===== config.mk =====
export PLATFORM = sky130hd
export DESIGN_NAME = pmc_top
export DESIGN_NICKNAME = d
export VERILOG_FILES = /design/src/include/pmc_pkg.sv /design/src/logic/pmc_top.sv /design/src/logic/pmc_ramp.sv
export VERILOG_INCLUDE_DIRS = /design/src /design/src/include
export SDC_FILE = /design/constraint.sdc
export NUM_CORES = 1
export LEC_CHECK = 0
export BUFFER_PORTS_ARGS = -buffer_cell sky130_fd_sc_hd__buf_2
export CAP_MARGIN = 10
export CORE_MARGIN = 8
export CORE_UTILIZATION = 43
export DETAILED_ROUTE_END_ITERATION = 7
export HOLD_SLACK_MARGIN = 0.12
export PLACE_DENSITY_LB_ADDON = 0.25
export SLEW_MARGIN = 10
export SYNTH_ARGS = -nofsm -noshare
export SYNTH_HDL_FRONTEND = slang
export SYNTH_HIERARCHICAL = 1
export SYNTH_SLANG_ARGS = --single-unit

===== constraint.sdc =====
create_clock -name aclk -period 45.9 [get_ports aclk]
set_input_delay 9.18 -clock aclk [delete_from_list [all_inputs] [get_ports aclk]]
set_output_delay 9.18 -clock aclk [all_outputs]
set_load 0.05 [all_outputs]

===== src/include/pmc_consts.svh =====
// Offsets, field positions, reset values and timing figures of the push-motion block.
// Assumes a 50 MHz aclk; register offsets are byte addresses on AXI4-Lite.
`ifndef PMC_CONSTS_SVH
`define PMC_CONSTS_SVH

`define PMC_A_CTRL 8'h00
`define PMC_A_OFFSET 8'h04
`define PMC_A_BAND 8'h08
`define PMC_A_RUN_CUR 8'h0C
`define PMC_A_STOP_CUR 8'h10
`define PMC_A_STATUS 8'h14
`define PMC_A_CMD_POS 8'h18
`define PMC_A_CUR 8'h1C
`define PMC_A_PUSH0 8'h20
`define PMC_A_PUSH7 8'h3C

`define PMC_CTRL_MODE 0
`define PMC_ST_PUSHING 0
`define PMC_ST_COMPLETE 1
`define PMC_ST_PUSH_EN 2
`define PMC_ST_SEL_LSB 4
`define PMC_ST_CUTBACK 8

`define PMC_CUR_MAX 10'h3E8
`define PMC_PUSH_RST_BASE 10'h12C
`define PMC_PUSH_RST_STEP 10'h064
`define PMC_RUN_RST 10'h3E8
`define PMC_STOP_RST 10'h1F4
`define PMC_OFF_LIM 8'h12
`define PMC_BAND_RST 16'h0004
`define PMC_DEG_TENTHS 3600

`define PMC_CLK_NS 20
`define PMC_UP_STEP_NS 111111
`define PMC_DN_STEP_NS 55555
`define PMC_SETTLE_NS 1000000
`define PMC_CUTBACK_NS 100000000

`endif


===== src/include/pmc_pkg.sv =====
// Types shared by the push-motion block.
// Assumes pmc_consts.svh for all numeric figures.
package pmc_pkg;
    typedef logic [9:0] pmc_pct_t;
    typedef logic signed [31:0] pmc_pos_t;
    typedef enum logic {PMC_MODE_POSITION, PMC_MODE_PUSH} pmc_mode_t;
    typedef enum logic [1:0] {PMC_PS_IDLE, PMC_PS_ARMED, PMC_PS_PUSH} pmc_push_state_t;
endpackage


===== src/logic/pmc_top.sv =====
// Push-motion input logic: pulse accumulation, push-current select and ramp,
// torque-limit and positioning-complete outputs, AXI4-Lite register slave.
// Assumes fb_pos_in comes from encoder logic on aclk; pins are asynchronous.
//
// Functional notes
// - Positioning-complete stays low while the stopped deviation lies outside the band.
// - A signed offset of -1.8 to 1.8 degrees, zero after reset, shifts the judged position.
// - Mode bit 0 selects positioning and 1 selects push-motion, positioning after reset.
// - In push mode the four shared pins become push enable and select bits 0, 1 and 2.
// - Push-motion starts only in push mode with push enable active and pulses arriving.
// - Pulses keep accumulating in the command position while the shaft is blocked.
// - Eight push-current settings each hold 0.0 to 100.0 percent of rated current.
// - Their reset values are 30.0 up to 100.0 percent in steps of 10.0.
// - The select pins form a binary index with bit 2 as the most significant bit.
// - The selected setting is the current limit while push enable is active.
// - The torque-limit output is high for as long as push-motion is in progress.
// - Current ramps up at about 0.9 %/ms and down at about 1.8 %/ms.
// - Cutback to standstill current is suppressed while push enable is active.
`timescale 1ns/100ps
`include "pmc_consts.svh"
module pmc_top #(
    parameter int CNT_PER_REV = 1000,
    parameter int UP_CYC = `PMC_UP_STEP_NS / `PMC_CLK_NS,
    parameter int DN_CYC = `PMC_DN_STEP_NS / `PMC_CLK_NS,
    parameter int SETTLE_CYC = `PMC_SETTLE_NS / `PMC_CLK_NS,
    parameter int CUTBACK_CYC = `PMC_CUTBACK_NS / `PMC_CLK_NS
) (
    input wire logic aclk,
    input wire logic aresetn,
    input wire logic [7:0] s_axi_awaddr,
    input wire logic s_axi_awvalid,
    output logic s_axi_awready,
    input wire logic [31:0] s_axi_wdata,
    input wire logic [3:0] s_axi_wstrb,
    input wire logic s_axi_wvalid,
    output logic s_axi_wready,
    output logic [1:0] s_axi_bresp,
    output logic s_axi_bvalid,
    input wire logic s_axi_bready,
    input wire logic [7:0] s_axi_araddr,
    input wire logic s_axi_arvalid,
    output logic s_axi_arready,
    output logic [31:0] s_axi_rdata,
    output logic [1:0] s_axi_rresp,
    output logic s_axi_rvalid,
    input wire logic s_axi_rready,
    input wire logic fwd_pulse_in,
    input wire logic rev_pulse_in,
    input wire logic deviation_clear_in,
    input wire logic res_sel_push_en_in,
    input wire logic push_sel_bit0,
    input wire logic push_sel_bit1,
    input wire logic push_sel_bit2,
    input wire pmc_pkg::pmc_pos_t fb_pos_in,
    output logic torque_limit_out,
    output logic pos_complete_out,
    output pmc_pkg::pmc_pct_t current_limit_out
);
    localparam int NPIN = 7;
    localparam logic signed [31:0] OFF_LIM = 32'(`PMC_OFF_LIM);

    logic [NPIN-1:0] pins, s1_reg, s2_reg, s3_reg, filt_reg, filt_d_reg;
    pmc_pkg::pmc_mode_t mode_reg;
    logic signed [7:0] off_reg;
    logic [15:0] band_reg;
    pmc_pkg::pmc_pct_t run_cur_reg, stop_cur_reg, target;
    pmc_pkg::pmc_pct_t push_cur_reg [8];
    pmc_pkg::pmc_pos_t cmd_pos_reg, off_cnt, dev, dev_abs;
    pmc_pkg::pmc_push_state_t st_reg, st_next;
    logic [31:0] idle_reg;
    logic push_on, push_en, fwd_rise, rev_rise, pulse, resync, settled, cutback;
    logic [2:0] sel;
    logic aw_full, w_full, aw_full_nx, w_full_nx, do_wr, wr_hit, rd_hit;
    logic [7:0] aw_addr;
    logic [31:0] wmerged, rd_word, rd_cur;

    // Three-stage pin synchronisers; a level counts once stages two and three agree
    assign pins = {push_sel_bit2, push_sel_bit1, push_sel_bit0, res_sel_push_en_in,
                   deviation_clear_in, rev_pulse_in, fwd_pulse_in};
    genvar gi;
    generate
        for (gi = 0; gi < NPIN; gi++) begin : g_sync
            always_ff @(posedge aclk) begin
                if (!aresetn) begin
                    s1_reg[gi] <= 1'b0;
                    s2_reg[gi] <= 1'b0;
                    s3_reg[gi] <= 1'b0;
                    filt_reg[gi] <= 1'b0;
                    filt_d_reg[gi] <= 1'b0;
                end else begin
                    s1_reg[gi] <= pins[gi];
                    s2_reg[gi] <= s1_reg[gi];
                    s3_reg[gi] <= s2_reg[gi];
                    if (s2_reg[gi] == s3_reg[gi]) begin
                        filt_reg[gi] <= s3_reg[gi];
                    end
                    filt_d_reg[gi] <= filt_reg[gi];
                end
            end
        end
    endgenerate

    // Shared pins change meaning with the input mode
    assign push_en = (mode_reg == pmc_pkg::PMC_MODE_PUSH) && filt_reg[3];
    assign sel = {filt_reg[6], filt_reg[5], filt_reg[4]};
    assign push_on = push_en;
    assign fwd_rise = filt_reg[0] && !filt_d_reg[0];
    assign rev_rise = filt_reg[1] && !filt_d_reg[1];
    assign pulse = fwd_rise || rev_rise;
    assign resync = (filt_reg[2] && !filt_d_reg[2]) ||
        ((mode_reg == pmc_pkg::PMC_MODE_POSITION) && filt_reg[6] && !filt_d_reg[6]);

    // Command position counts every pulse, also while the load holds the shaft
    always_ff @(posedge aclk) begin
        if (!aresetn) begin
            cmd_pos_reg <= '0;
        end else if (resync) begin
            cmd_pos_reg <= fb_pos_in;
        end else if (fwd_rise && !rev_rise) begin
            cmd_pos_reg <= cmd_pos_reg + 32'sh1;
        end else if (rev_rise && !fwd_rise) begin
            cmd_pos_reg <= cmd_pos_reg - 32'sh1;
        end
    end

    always_ff @(posedge aclk) begin
        if (!aresetn) begin
            idle_reg <= '0;
        end else if (pulse) begin
            idle_reg <= '0;
        end else if (idle_reg < 32'(CUTBACK_CYC)) begin
            idle_reg <= idle_reg + 32'h1;
        end
    end
    assign settled = idle_reg >= 32'(SETTLE_CYC);
    assign cutback = (idle_reg >= 32'(CUTBACK_CYC)) && !push_en;

    // Push starts on the first pulse after enable in push mode
    always_comb begin
        st_next = st_reg;
        case (st_reg)
            pmc_pkg::PMC_PS_IDLE: if (push_en) st_next = pmc_pkg::PMC_PS_ARMED;
            pmc_pkg::PMC_PS_ARMED: begin
                if (!push_en) st_next = pmc_pkg::PMC_PS_IDLE;
                else if (pulse) st_next = pmc_pkg::PMC_PS_PUSH;
            end
            pmc_pkg::PMC_PS_PUSH: if (!push_en) st_next = pmc_pkg::PMC_PS_IDLE;
            default: st_next = pmc_pkg::PMC_PS_IDLE;
        endcase
    end

    always_ff @(posedge aclk) begin
        if (!aresetn) begin
            st_reg <= pmc_pkg::PMC_PS_IDLE;
            torque_limit_out <= 1'b0;
        end else begin
            st_reg <= st_next;
            torque_limit_out <= st_reg == pmc_pkg::PMC_PS_PUSH;
        end
    end

    // Push setting while enabled, never cut back then; otherwise run or standstill
    always_comb begin
        if (push_on) target = push_cur_reg[sel];
        else if (cutback) target = stop_cur_reg;
        else target = run_cur_reg;
    end

    pmc_ramp #(.UP_CYC(UP_CYC), .DN_CYC(DN_CYC)) u_ramp (
        .aclk(aclk),
        .aresetn(aresetn),
        .target(target),
        .cur(current_limit_out)
    );

    // Offset in tenths of a degree, converted to encoder counts
    assign off_cnt = (32'(off_reg) * 32'(CNT_PER_REV)) / 32'sd3600;
    assign dev = cmd_pos_reg - fb_pos_in - off_cnt;
    assign dev_abs = dev[31] ? -dev : dev;

    always_ff @(posedge aclk) begin
        if (!aresetn) begin
            pos_complete_out <= 1'b0;
        end else begin
            pos_complete_out <= settled && (dev_abs <= 32'(band_reg));
        end
    end

    // AXI4-Lite write path: address and data taken in any order
    assign do_wr = aw_full && w_full && !s_axi_bvalid;
    assign aw_full_nx = (aw_full || (s_axi_awvalid && s_axi_awready)) &&
        !(s_axi_bvalid && s_axi_bready);
    assign w_full_nx = (w_full || (s_axi_wvalid && s_axi_wready)) &&
        !(s_axi_bvalid && s_axi_bready);
    assign wr_hit = (aw_addr[1:0] == 2'h0) && (aw_addr <= `PMC_A_PUSH7) &&
        (aw_addr != `PMC_A_STATUS) && (aw_addr != `PMC_A_CMD_POS) &&
        (aw_addr != `PMC_A_CUR);

    always_ff @(posedge aclk) begin
        if (!aresetn) begin
            aw_full <= 1'b0;
            w_full <= 1'b0;
            s_axi_awready <= 1'b0;
            s_axi_wready <= 1'b0;
            s_axi_bvalid <= 1'b0;
            s_axi_bresp <= 2'h0;
            aw_addr <= '0;
        end else begin
            aw_full <= aw_full_nx;
            w_full <= w_full_nx;
            s_axi_awready <= !aw_full_nx;
            s_axi_wready <= !w_full_nx;
            if (s_axi_awvalid && s_axi_awready) aw_addr <= s_axi_awaddr;
            if (do_wr) begin
                s_axi_bvalid <= 1'b1;
                s_axi_bresp <= wr_hit ? 2'h0 : 2'h2;
            end else if (s_axi_bready) begin
                s_axi_bvalid <= 1'b0;
            end
        end
    end

    logic [31:0] wdata_q;
    logic [3:0] wstrb_q;
    always_ff @(posedge aclk) begin
        if (!aresetn) begin
            wdata_q <= '0;
            wstrb_q <= '0;
        end else if (s_axi_wvalid && s_axi_wready) begin
            wdata_q <= s_axi_wdata;
            wstrb_q <= s_axi_wstrb;
        end
    end

    always_comb begin
        case (aw_addr)
            `PMC_A_CTRL: rd_cur = {31'h0, mode_reg};
            `PMC_A_OFFSET: rd_cur = 32'(off_reg);
            `PMC_A_BAND: rd_cur = {16'h0, band_reg};
            `PMC_A_RUN_CUR: rd_cur = {22'h0, run_cur_reg};
            `PMC_A_STOP_CUR: rd_cur = {22'h0, stop_cur_reg};
            default: rd_cur = {22'h0, push_cur_reg[aw_addr[4:2]]};
        endcase
        for (int i = 0; i < 4; i++) begin
            wmerged[8*i +: 8] = wstrb_q[i] ? wdata_q[8*i +: 8] : rd_cur[8*i +: 8];
        end
    end

    // Mode, offset, band and current registers; percentages clamp at 100.0
    always_ff @(posedge aclk) begin
        if (!aresetn) begin
            mode_reg <= pmc_pkg::PMC_MODE_POSITION;
            off_reg <= 8'sh0;
            band_reg <= `PMC_BAND_RST;
            run_cur_reg <= `PMC_RUN_RST;
            stop_cur_reg <= `PMC_STOP_RST;
        end else if (do_wr) begin
            case (aw_addr)
                `PMC_A_CTRL: mode_reg <= pmc_pkg::pmc_mode_t'(wmerged[`PMC_CTRL_MODE]);
                `PMC_A_OFFSET: begin
                    if ($signed(wmerged) > OFF_LIM) off_reg <= `PMC_OFF_LIM;
                    else if ($signed(wmerged) < -OFF_LIM) off_reg <= -`PMC_OFF_LIM;
                    else off_reg <= wmerged[7:0];
                end
                `PMC_A_BAND: band_reg <= wmerged[15:0];
                `PMC_A_RUN_CUR: run_cur_reg <= (wmerged > 32'(`PMC_CUR_MAX)) ?
                    `PMC_CUR_MAX : wmerged[9:0];
                `PMC_A_STOP_CUR: stop_cur_reg <= (wmerged > 32'(`PMC_CUR_MAX)) ?
                    `PMC_CUR_MAX : wmerged[9:0];
                default: ;
            endcase
        end
    end

    generate
        for (gi = 0; gi < 8; gi++) begin : g_push
            always_ff @(posedge aclk) begin
                if (!aresetn) begin
                    push_cur_reg[gi] <= 10'(`PMC_PUSH_RST_BASE + gi * `PMC_PUSH_RST_STEP);
                end else if (do_wr && aw_addr == 8'(`PMC_A_PUSH0 + 4 * gi)) begin
                    push_cur_reg[gi] <= (wmerged > 32'(`PMC_CUR_MAX)) ?
                        `PMC_CUR_MAX : wmerged[9:0];
                end
            end
        end
    endgenerate

    // AXI4-Lite read path: one outstanding read, data one cycle after address
    assign rd_hit = (s_axi_araddr[1:0] == 2'h0) && (s_axi_araddr <= `PMC_A_PUSH7);
    always_comb begin
        case (s_axi_araddr)
            `PMC_A_CTRL: rd_word = {31'h0, mode_reg};
            `PMC_A_OFFSET: rd_word = 32'(off_reg);
            `PMC_A_BAND: rd_word = {16'h0, band_reg};
            `PMC_A_RUN_CUR: rd_word = {22'h0, run_cur_reg};
            `PMC_A_STOP_CUR: rd_word = {22'h0, stop_cur_reg};
            `PMC_A_STATUS: rd_word = {23'h0, cutback, 1'b0, sel, 1'b0, push_en,
                                      pos_complete_out, torque_limit_out};
            `PMC_A_CMD_POS: rd_word = cmd_pos_reg;
            `PMC_A_CUR: rd_word = {22'h0, current_limit_out};
            default: rd_word = rd_hit ? {22'h0, push_cur_reg[s_axi_araddr[4:2]]} : 32'h0;
        endcase
    end

    always_ff @(posedge aclk) begin
        if (!aresetn) begin
            s_axi_arready <= 1'b0;
            s_axi_rvalid <= 1'b0;
            s_axi_rdata <= '0;
            s_axi_rresp <= 2'h0;
        end else if (s_axi_arvalid && s_axi_arready) begin
            s_axi_arready <= 1'b0;
            s_axi_rvalid <= 1'b1;
            s_axi_rdata <= rd_word;
            s_axi_rresp <= rd_hit ? 2'h0 : 2'h2;
        end else if (s_axi_rvalid && s_axi_rready) begin
            s_axi_rvalid <= 1'b0;
            s_axi_arready <= 1'b1;
        end else begin
            s_axi_arready <= !s_axi_rvalid;
        end
    end
endmodule


===== src/logic/pmc_ramp.sv =====
// Motor current ramp: moves one 0.1 % unit per step period toward the target.
// Assumes target comes from logic on the same clock.
`timescale 1ns/100ps
module pmc_ramp #(
    parameter int UP_CYC = 5555,
    parameter int DN_CYC = 2777
) (
    input wire logic aclk,
    input wire logic aresetn,
    input wire pmc_pkg::pmc_pct_t target,
    output pmc_pkg::pmc_pct_t cur
);
    logic [31:0] cnt_reg;
    logic going_up;
    logic [31:0] limit;

    assign going_up = target > cur;
    assign limit = going_up ? 32'(UP_CYC - 1) : 32'(DN_CYC - 1);

    // One unit per period: up at the slow rate, down at twice that
    always_ff @(posedge aclk) begin
        if (!aresetn) begin
            cur <= '0;
            cnt_reg <= '0;
        end else if (target == cur) begin
            cnt_reg <= '0;
        end else if (cnt_reg > limit) begin
            // Direction flipped mid-count with the count past the new, shorter limit: restart the period
            cnt_reg <= '0;
        end else if (cnt_reg == limit) begin
            cnt_reg <= '0;
            cur <= going_up ? cur + 10'h001 : cur - 10'h001;
        end else begin
            cnt_reg <= cnt_reg + 32'h1;
        end
    end
endmodule


==> out/metrics.cfg, run 1 <==
[critical_path]
arrival_ns=20.41
crit_slowest_cell=dfxtp_1
worstRegToRegCells=74
crit_fanout=34
worst-r2r-setup-slack_ns=26.00
reg2reg_from=off_reg[7]$_SDFFE_PN0P_
startpoint=off_reg[7]$_SDFFE_PN0P_
critical_path_required_ns=46.41
crit_path_end_kind=register
critPathCapture=pos_complete_out$_SDFF_PN0_
timing.rr.end=pos_complete_out$_SDFF_PN0_
critPathMaxStageDelay_ns=0.78
path_class=reg2reg
critPathLaunchType=register

[route]
drtIter0Drc=1333
via_count=22000
postRouteAntennaNets=0
drc=0
first_pass_iters=5
drt_wl_total_mm=74.9
wire_per_inst_um=19.5
vias_per_cell=5.73

[synthesis]
async_flop_share_pct=0
synth_flop_cell=dfxtp_1
yosys_warnings=6
seq_area_frac_synth_pct=31.0
postSynthAreaPerCell_um2=8.68
synth_edf_count=80
synth_area_um2=25500
syn-instance-count=2943
synth-seq-cells=355
ys_types=107

[clock_network]
cts-htree-levels=2
cts-root-buf=clkbuf_16
cts_hold_buf=0
post_cts_buffers=0
cts_tree=yes
clk_pin_slew_ns=0.06
cts_buffer_depth=3
clock_latency_ns=0.59
numCtsBuffers=42
cts.repair.resized=0
clkSinkCount=355

[sta]
finalSetupViolations=0
hold_viol_final=0
fin_crit_ns=19.90
setup_slack_ns=26.00
fin_crit_sh_pct=43.4
fin_tns_setup_ns=0
worstMarginPinSlew_ns=1.25
slew_headroom_pct=16.3
rsz0062_at_grt=no
slew_viol_final=0
fmax_mhz=50.2
skew_ns=0.0189

[die]
dieArea_um2=67500
initial_core_util_pct=43.4
core_um2=58900
die_y_um=260
io_pins=151
die_w_um=260
num_rows=89

[pwr]
cellPowerDensity_nw_per_um2=28.9
ir_drop_mv=0.0287
p_leak_nw=11.5

[finish]
largest_reg_flops=80
stdcell_area_um2=28400
layout.nets=3349
syn_to_final_growth_pct=11.3
nFillCells=5624
drive_gt1_share_pct=12.2

[placed_design]
io_buffers=148
place.gp.congestion=0.910
dpl-instance-area_um2=27000
post-place-ws_ns=26.23
dp_hpwl_mm=56.7

[global_route]
grt.total_usage_pct=21.7
grt_max_degree=100
grt_pass1_wl_mm=118
antenna_found_initial=3
grt_pass1_vias=21600
gr-total-overflow=0

[run_status]
outcome=finished clean

[job]
maxCapViolCount=0

[hold_path]
hold_path_class=reg2reg
hp-start=s1_reg[2]$_SDFF_PN0_

==> cell usage after synthesis, drive strengths merged, types with 16 or more instances <==
cell    count  area (um2)
buf        29         164
inv       222         833
nand2     347        1310
ha        150        1880
nand4      31         194
nand2b     31         194
and3       25         156
nor2      246         923
o211ai     47         353
dfxtp     275        5510
fa         59        1180
edfxtp     80        2400
a21o       29         218
o211a      28         280
nor3       45         241
or2        28         175
o21bai     26         195
a22o       16         140
o21a       24         181
a31oi      28         190
nor2b      40         250
mux4       62        1400
xnor2      91         823
a21boi     66         495
clkbuf    108         405
o21ai     146         734
a211oi     27         213
a21oi     177         890
xor2       56         490
and2       79         494
mux2i      50         504
nand3      63         315
nor4       27         190
==> worst max-delay path: cells and delay by family (launching register included) <==
family	cells	cell delay [ns]
AOI/OAI and AO/OA	39	8.21
and+or+nand+nor	16	4.92
adders and majority gates	9	3.89
xor gates and xnor gates	5	1.41
DFF	1	0.78
buffers and inverters	4	0.35
muxes	1	0.21
==> cell families after synthesis <==
group	after synthesis	synth area share [%]
flops	355	31.0
mux	119	7.75
compound gates	739	19.7
xor+xnor	147	5.14
other cells	2	0.0294
simple gates	1010	18.8
buf+inv	360	5.50
fa+ha+maj	211	12.0
==> cells in the final DEF, fill, tap and decap left out, drive strengths merged, types with 59 or more instances in the layout <==
master  instances
a21boi         66
a21oi         177
and2           79
buf           174
clkbuf         61
dfxtp         275
edfxtp         80
fa             59
ha            150
inv           226
mux4           62
nand2         347
nand3          63
nor2          246
o21ai         146
xnor2          91
==> metrics by stage <==
stage	utilization [%]	hold slack (ns)	instances	total power [mW]
after floorplan	-	0.412	2961	0.442
after global routing	48.3	0.443	3849	0.858
after global placement	45.8	0.424	3770	0.475
final	48.3	0.431	3849	0.822
after CTS	48.3	0.438	3847	0.828
after detailed placement	45.8	0.422	3770	0.479
==> routing by layer <==
metal	GRT usage, %	vias to the layer above	part of all wire, %
li1	-	10600	-
met1	28.0	10600	43
met2	37.0	637	48
met3	2.76	133	5.5
met4	7.53	2	3.3
met5	0	-	0.017
==> final cells by class <==
class | instances | area, um2 | area share (%)
Sequential cell | 355 | 7910 | 27.8
Inverter | 223 | 837 | 2.94
Clock buffer | 61 | 1270 | 4.46
Tap cell | 773 | 967 | 3.40
Clock inverter | 16 | 189 | 0.664
Timing Repair Buffer | 174 | 942 | 3.31
Antenna cell | 1 | 2.50 | 0.00880
Multi-Input combinational cell | 2246 | 16300 | 57.4
==> how the worst min path moves through the flow <==
stage | end | slack (ns) | depth (start not counted)
after floorplan | s2_reg[0]$_SDFF_PN0_ | 0.41 | 1
after global placement | st_reg[0]$_SDFFE_PN0P_ | 0.42 | 1
after detailed placement | s2_reg[1]$_SDFF_PN0_ | 0.42 | 1
after CTS | s2_reg[2]$_SDFF_PN0_ | 0.44 | 1
after global routing | s2_reg[2]$_SDFF_PN0_ | 0.44 | 1
final | s2_reg[2]$_SDFF_PN0_ | 0.43 | 1
==> power by group <==
group	internal [mW]	leakage, nW	switching (mW)	total [mW]
clock network	0.206	0.722	0.141	0.347
logic	0.0563	7.87	0.0875	0.144
registers	0.325	2.93	0.00540	0.331
total	0.587	11.5	0.234	0.822
No activity file was read; power rests on OpenSTA's default activity.
==> run 2: changes to the inputs <==
clock period = 20 ns   (was 45.9 ns; I/O delays follow)
==> out/metrics.cfg, run 2 (synthesis results as in run 1) <==
[run_status]
outcome=finished clean

[clock_network]
clk_pin_slew_ns=0.06
cts_hold_buf=0
numCtsBuffers=42
cts-htree-levels=2
cts_tree=yes
post_cts_buffers=0
clock_latency_ns=0.59
cts-root-buf=clkbuf_16
cts_buffer_depth=3
clkSinkCount=355

[die]
num_rows=89
core_um2=58900
io_pins=151
dieArea_um2=67500
die_w_um=260
die_y_um=260
initial_core_util_pct=43.4

[route]
vias_per_cell=5.78
first_pass_iters=5
drtIter0Drc=1988
drc=0
wire_per_inst_um=19.3
via_count=22200
drt_wl_total_mm=74.3
postRouteAntennaNets=0

[global_route]
grt_max_degree=96
grt_pass1_wl_mm=117
grt.total_usage_pct=21.4
grt_pass1_vias=21400
antenna_found_initial=4
gr-total-overflow=0

[critical_path]
path_class=reg2reg
crit_path_end_kind=register
critPathLaunchType=register
worst-r2r-setup-slack_ns=1.19
crit_slowest_cell=or4_4
worstRegToRegCells=75
startpoint=off_reg[5]$_SDFFE_PN0P_
arrival_ns=19.31
timing.rr.end=pos_complete_out$_SDFF_PN0_
reg2reg_from=off_reg[5]$_SDFFE_PN0P_
crit_fanout=34
critPathCapture=pos_complete_out$_SDFF_PN0_
critical_path_required_ns=20.50
critPathMaxStageDelay_ns=0.59

[finish]
drive_gt1_share_pct=12.1
multiInputGateArea_um2=16400
final_cells=3848
layout.nets=3349
stdcell_area_um2=28400
syn_to_final_growth_pct=11.2
final_common_cell=nand2_1
regArea_um2=7910
layout_common_cells=nand2_1, dfxtp_1, nor2_1
nFillCells=5543
largest_reg_flops=80

[sta]
slew_viol_final=0
slew_headroom_pct=16.2
skew_ns=0.0253
fin_crit_ns=18.81
fin_tns_setup_ns=0
hold_viol_final=0
rsz0062_at_grt=no
fin_crit_sh_pct=94.1
fmax_mhz=53.2
timing.hold.ws_ns=0.438
finalSetupViolations=0
worstMarginPinSlew_ns=1.24

[pwr]
finalPower_mw=1.85
cellPowerDensity_nw_per_um2=65.2
p_leak_nw=11.5
ir_drop_mv=0.0589

[hold_path]
hold_depth=1
hold_path_class=reg2reg

[placed_design]
dpl-instance-area_um2=27000
io_buffers=148
dpl.cell_count=3770
place.gp.congestion=0.916
dp_hpwl_mm=55.9

[job]
maxCapViolCount=0

run 2: cell type report:
type / count / area share [%]
Antenna cell: 1 / 0.00880
Clock buffer: 66 / 4.52
Clock inverter: 10 / 0.361
Inverter: 223 / 2.95
Multi-Input combinational cell: 2246 / 57.6
Sequential cell: 355 / 27.8
Tap cell: 773 / 3.40
Timing Repair Buffer: 174 / 3.30
run 2: power by group:
group          switching, mW  total [mW]  internal, mW
clock network          0.320       0.764         0.445
registers             0.0122       0.759         0.747
logic                  0.200       0.330         0.129
run 2: per-layer routing:
layer / up-vias / GRT usage [%] / part of all wire, % / routed length [um]
li1: 10700 / - / - / -
met1: 10700 / 28.2 / 43 / 32100
met2: 761 / 36.1 / 48 / 35400
met3: 127 / 2.94 / 6.2 / 4640
met4: 4 / 6.85 / 2.9 / 2150
met5: - / 0 / 0.030 / 22
run 2: timing repair:
action                                 CTS  global route
setup endpoints to repair                0             1
resized for setup                        0             8
endpoints found under the hold margin    0             0
run 2: metrics by stage:
stage | setup slack, ns | util [%]
6_report | 1.19 | 48.2
5_1_grt | 0.00608 | 48.2
4_1_cts | 0.689 | 48.1
3_5_place_dp | 0.788 | 45.8
3_3_place_gp | 1.37 | 45.8
2_1_floorplan | 2.89 | -
run 2: worst min path at each step:
| stage | from | endpoint |
|---|---|---|
| 5_1_grt | s1_reg[1]$_SDFF_PN0_ | s2_reg[1]$_SDFF_PN0_ |
| 4_1_cts | s1_reg[5]$_SDFF_PN0_ | s2_reg[5]$_SDFF_PN0_ |
| 2_1_floorplan | s1_reg[0]$_SDFF_PN0_ | s2_reg[0]$_SDFF_PN0_ |
| 3_3_place_gp | st_reg[1]$_SDFFE_PN0P_ | st_reg[0]$_SDFFE_PN0P_ |
| 6_report | s1_reg[1]$_SDFF_PN0_ | s2_reg[1]$_SDFF_PN0_ |
| 3_5_place_dp | s1_reg[1]$_SDFF_PN0_ | s2_reg[1]$_SDFF_PN0_ |
run 2: worst max-delay path: cells and delay by family, from the launching register on:
kind / cells / cell delay (ns)
AO/OA/AOI/OAI: 38 / 7.81
XOR/XNOR: 5 / 0.87
adder cells (fa/ha/maj): 9 / 3.85
buffers and inverters: 5 / 0.58
flip-flops: 1 / 0.53
multiplexers: 1 / 0.35
AND/OR/NAND/NOR: 17 / 4.72
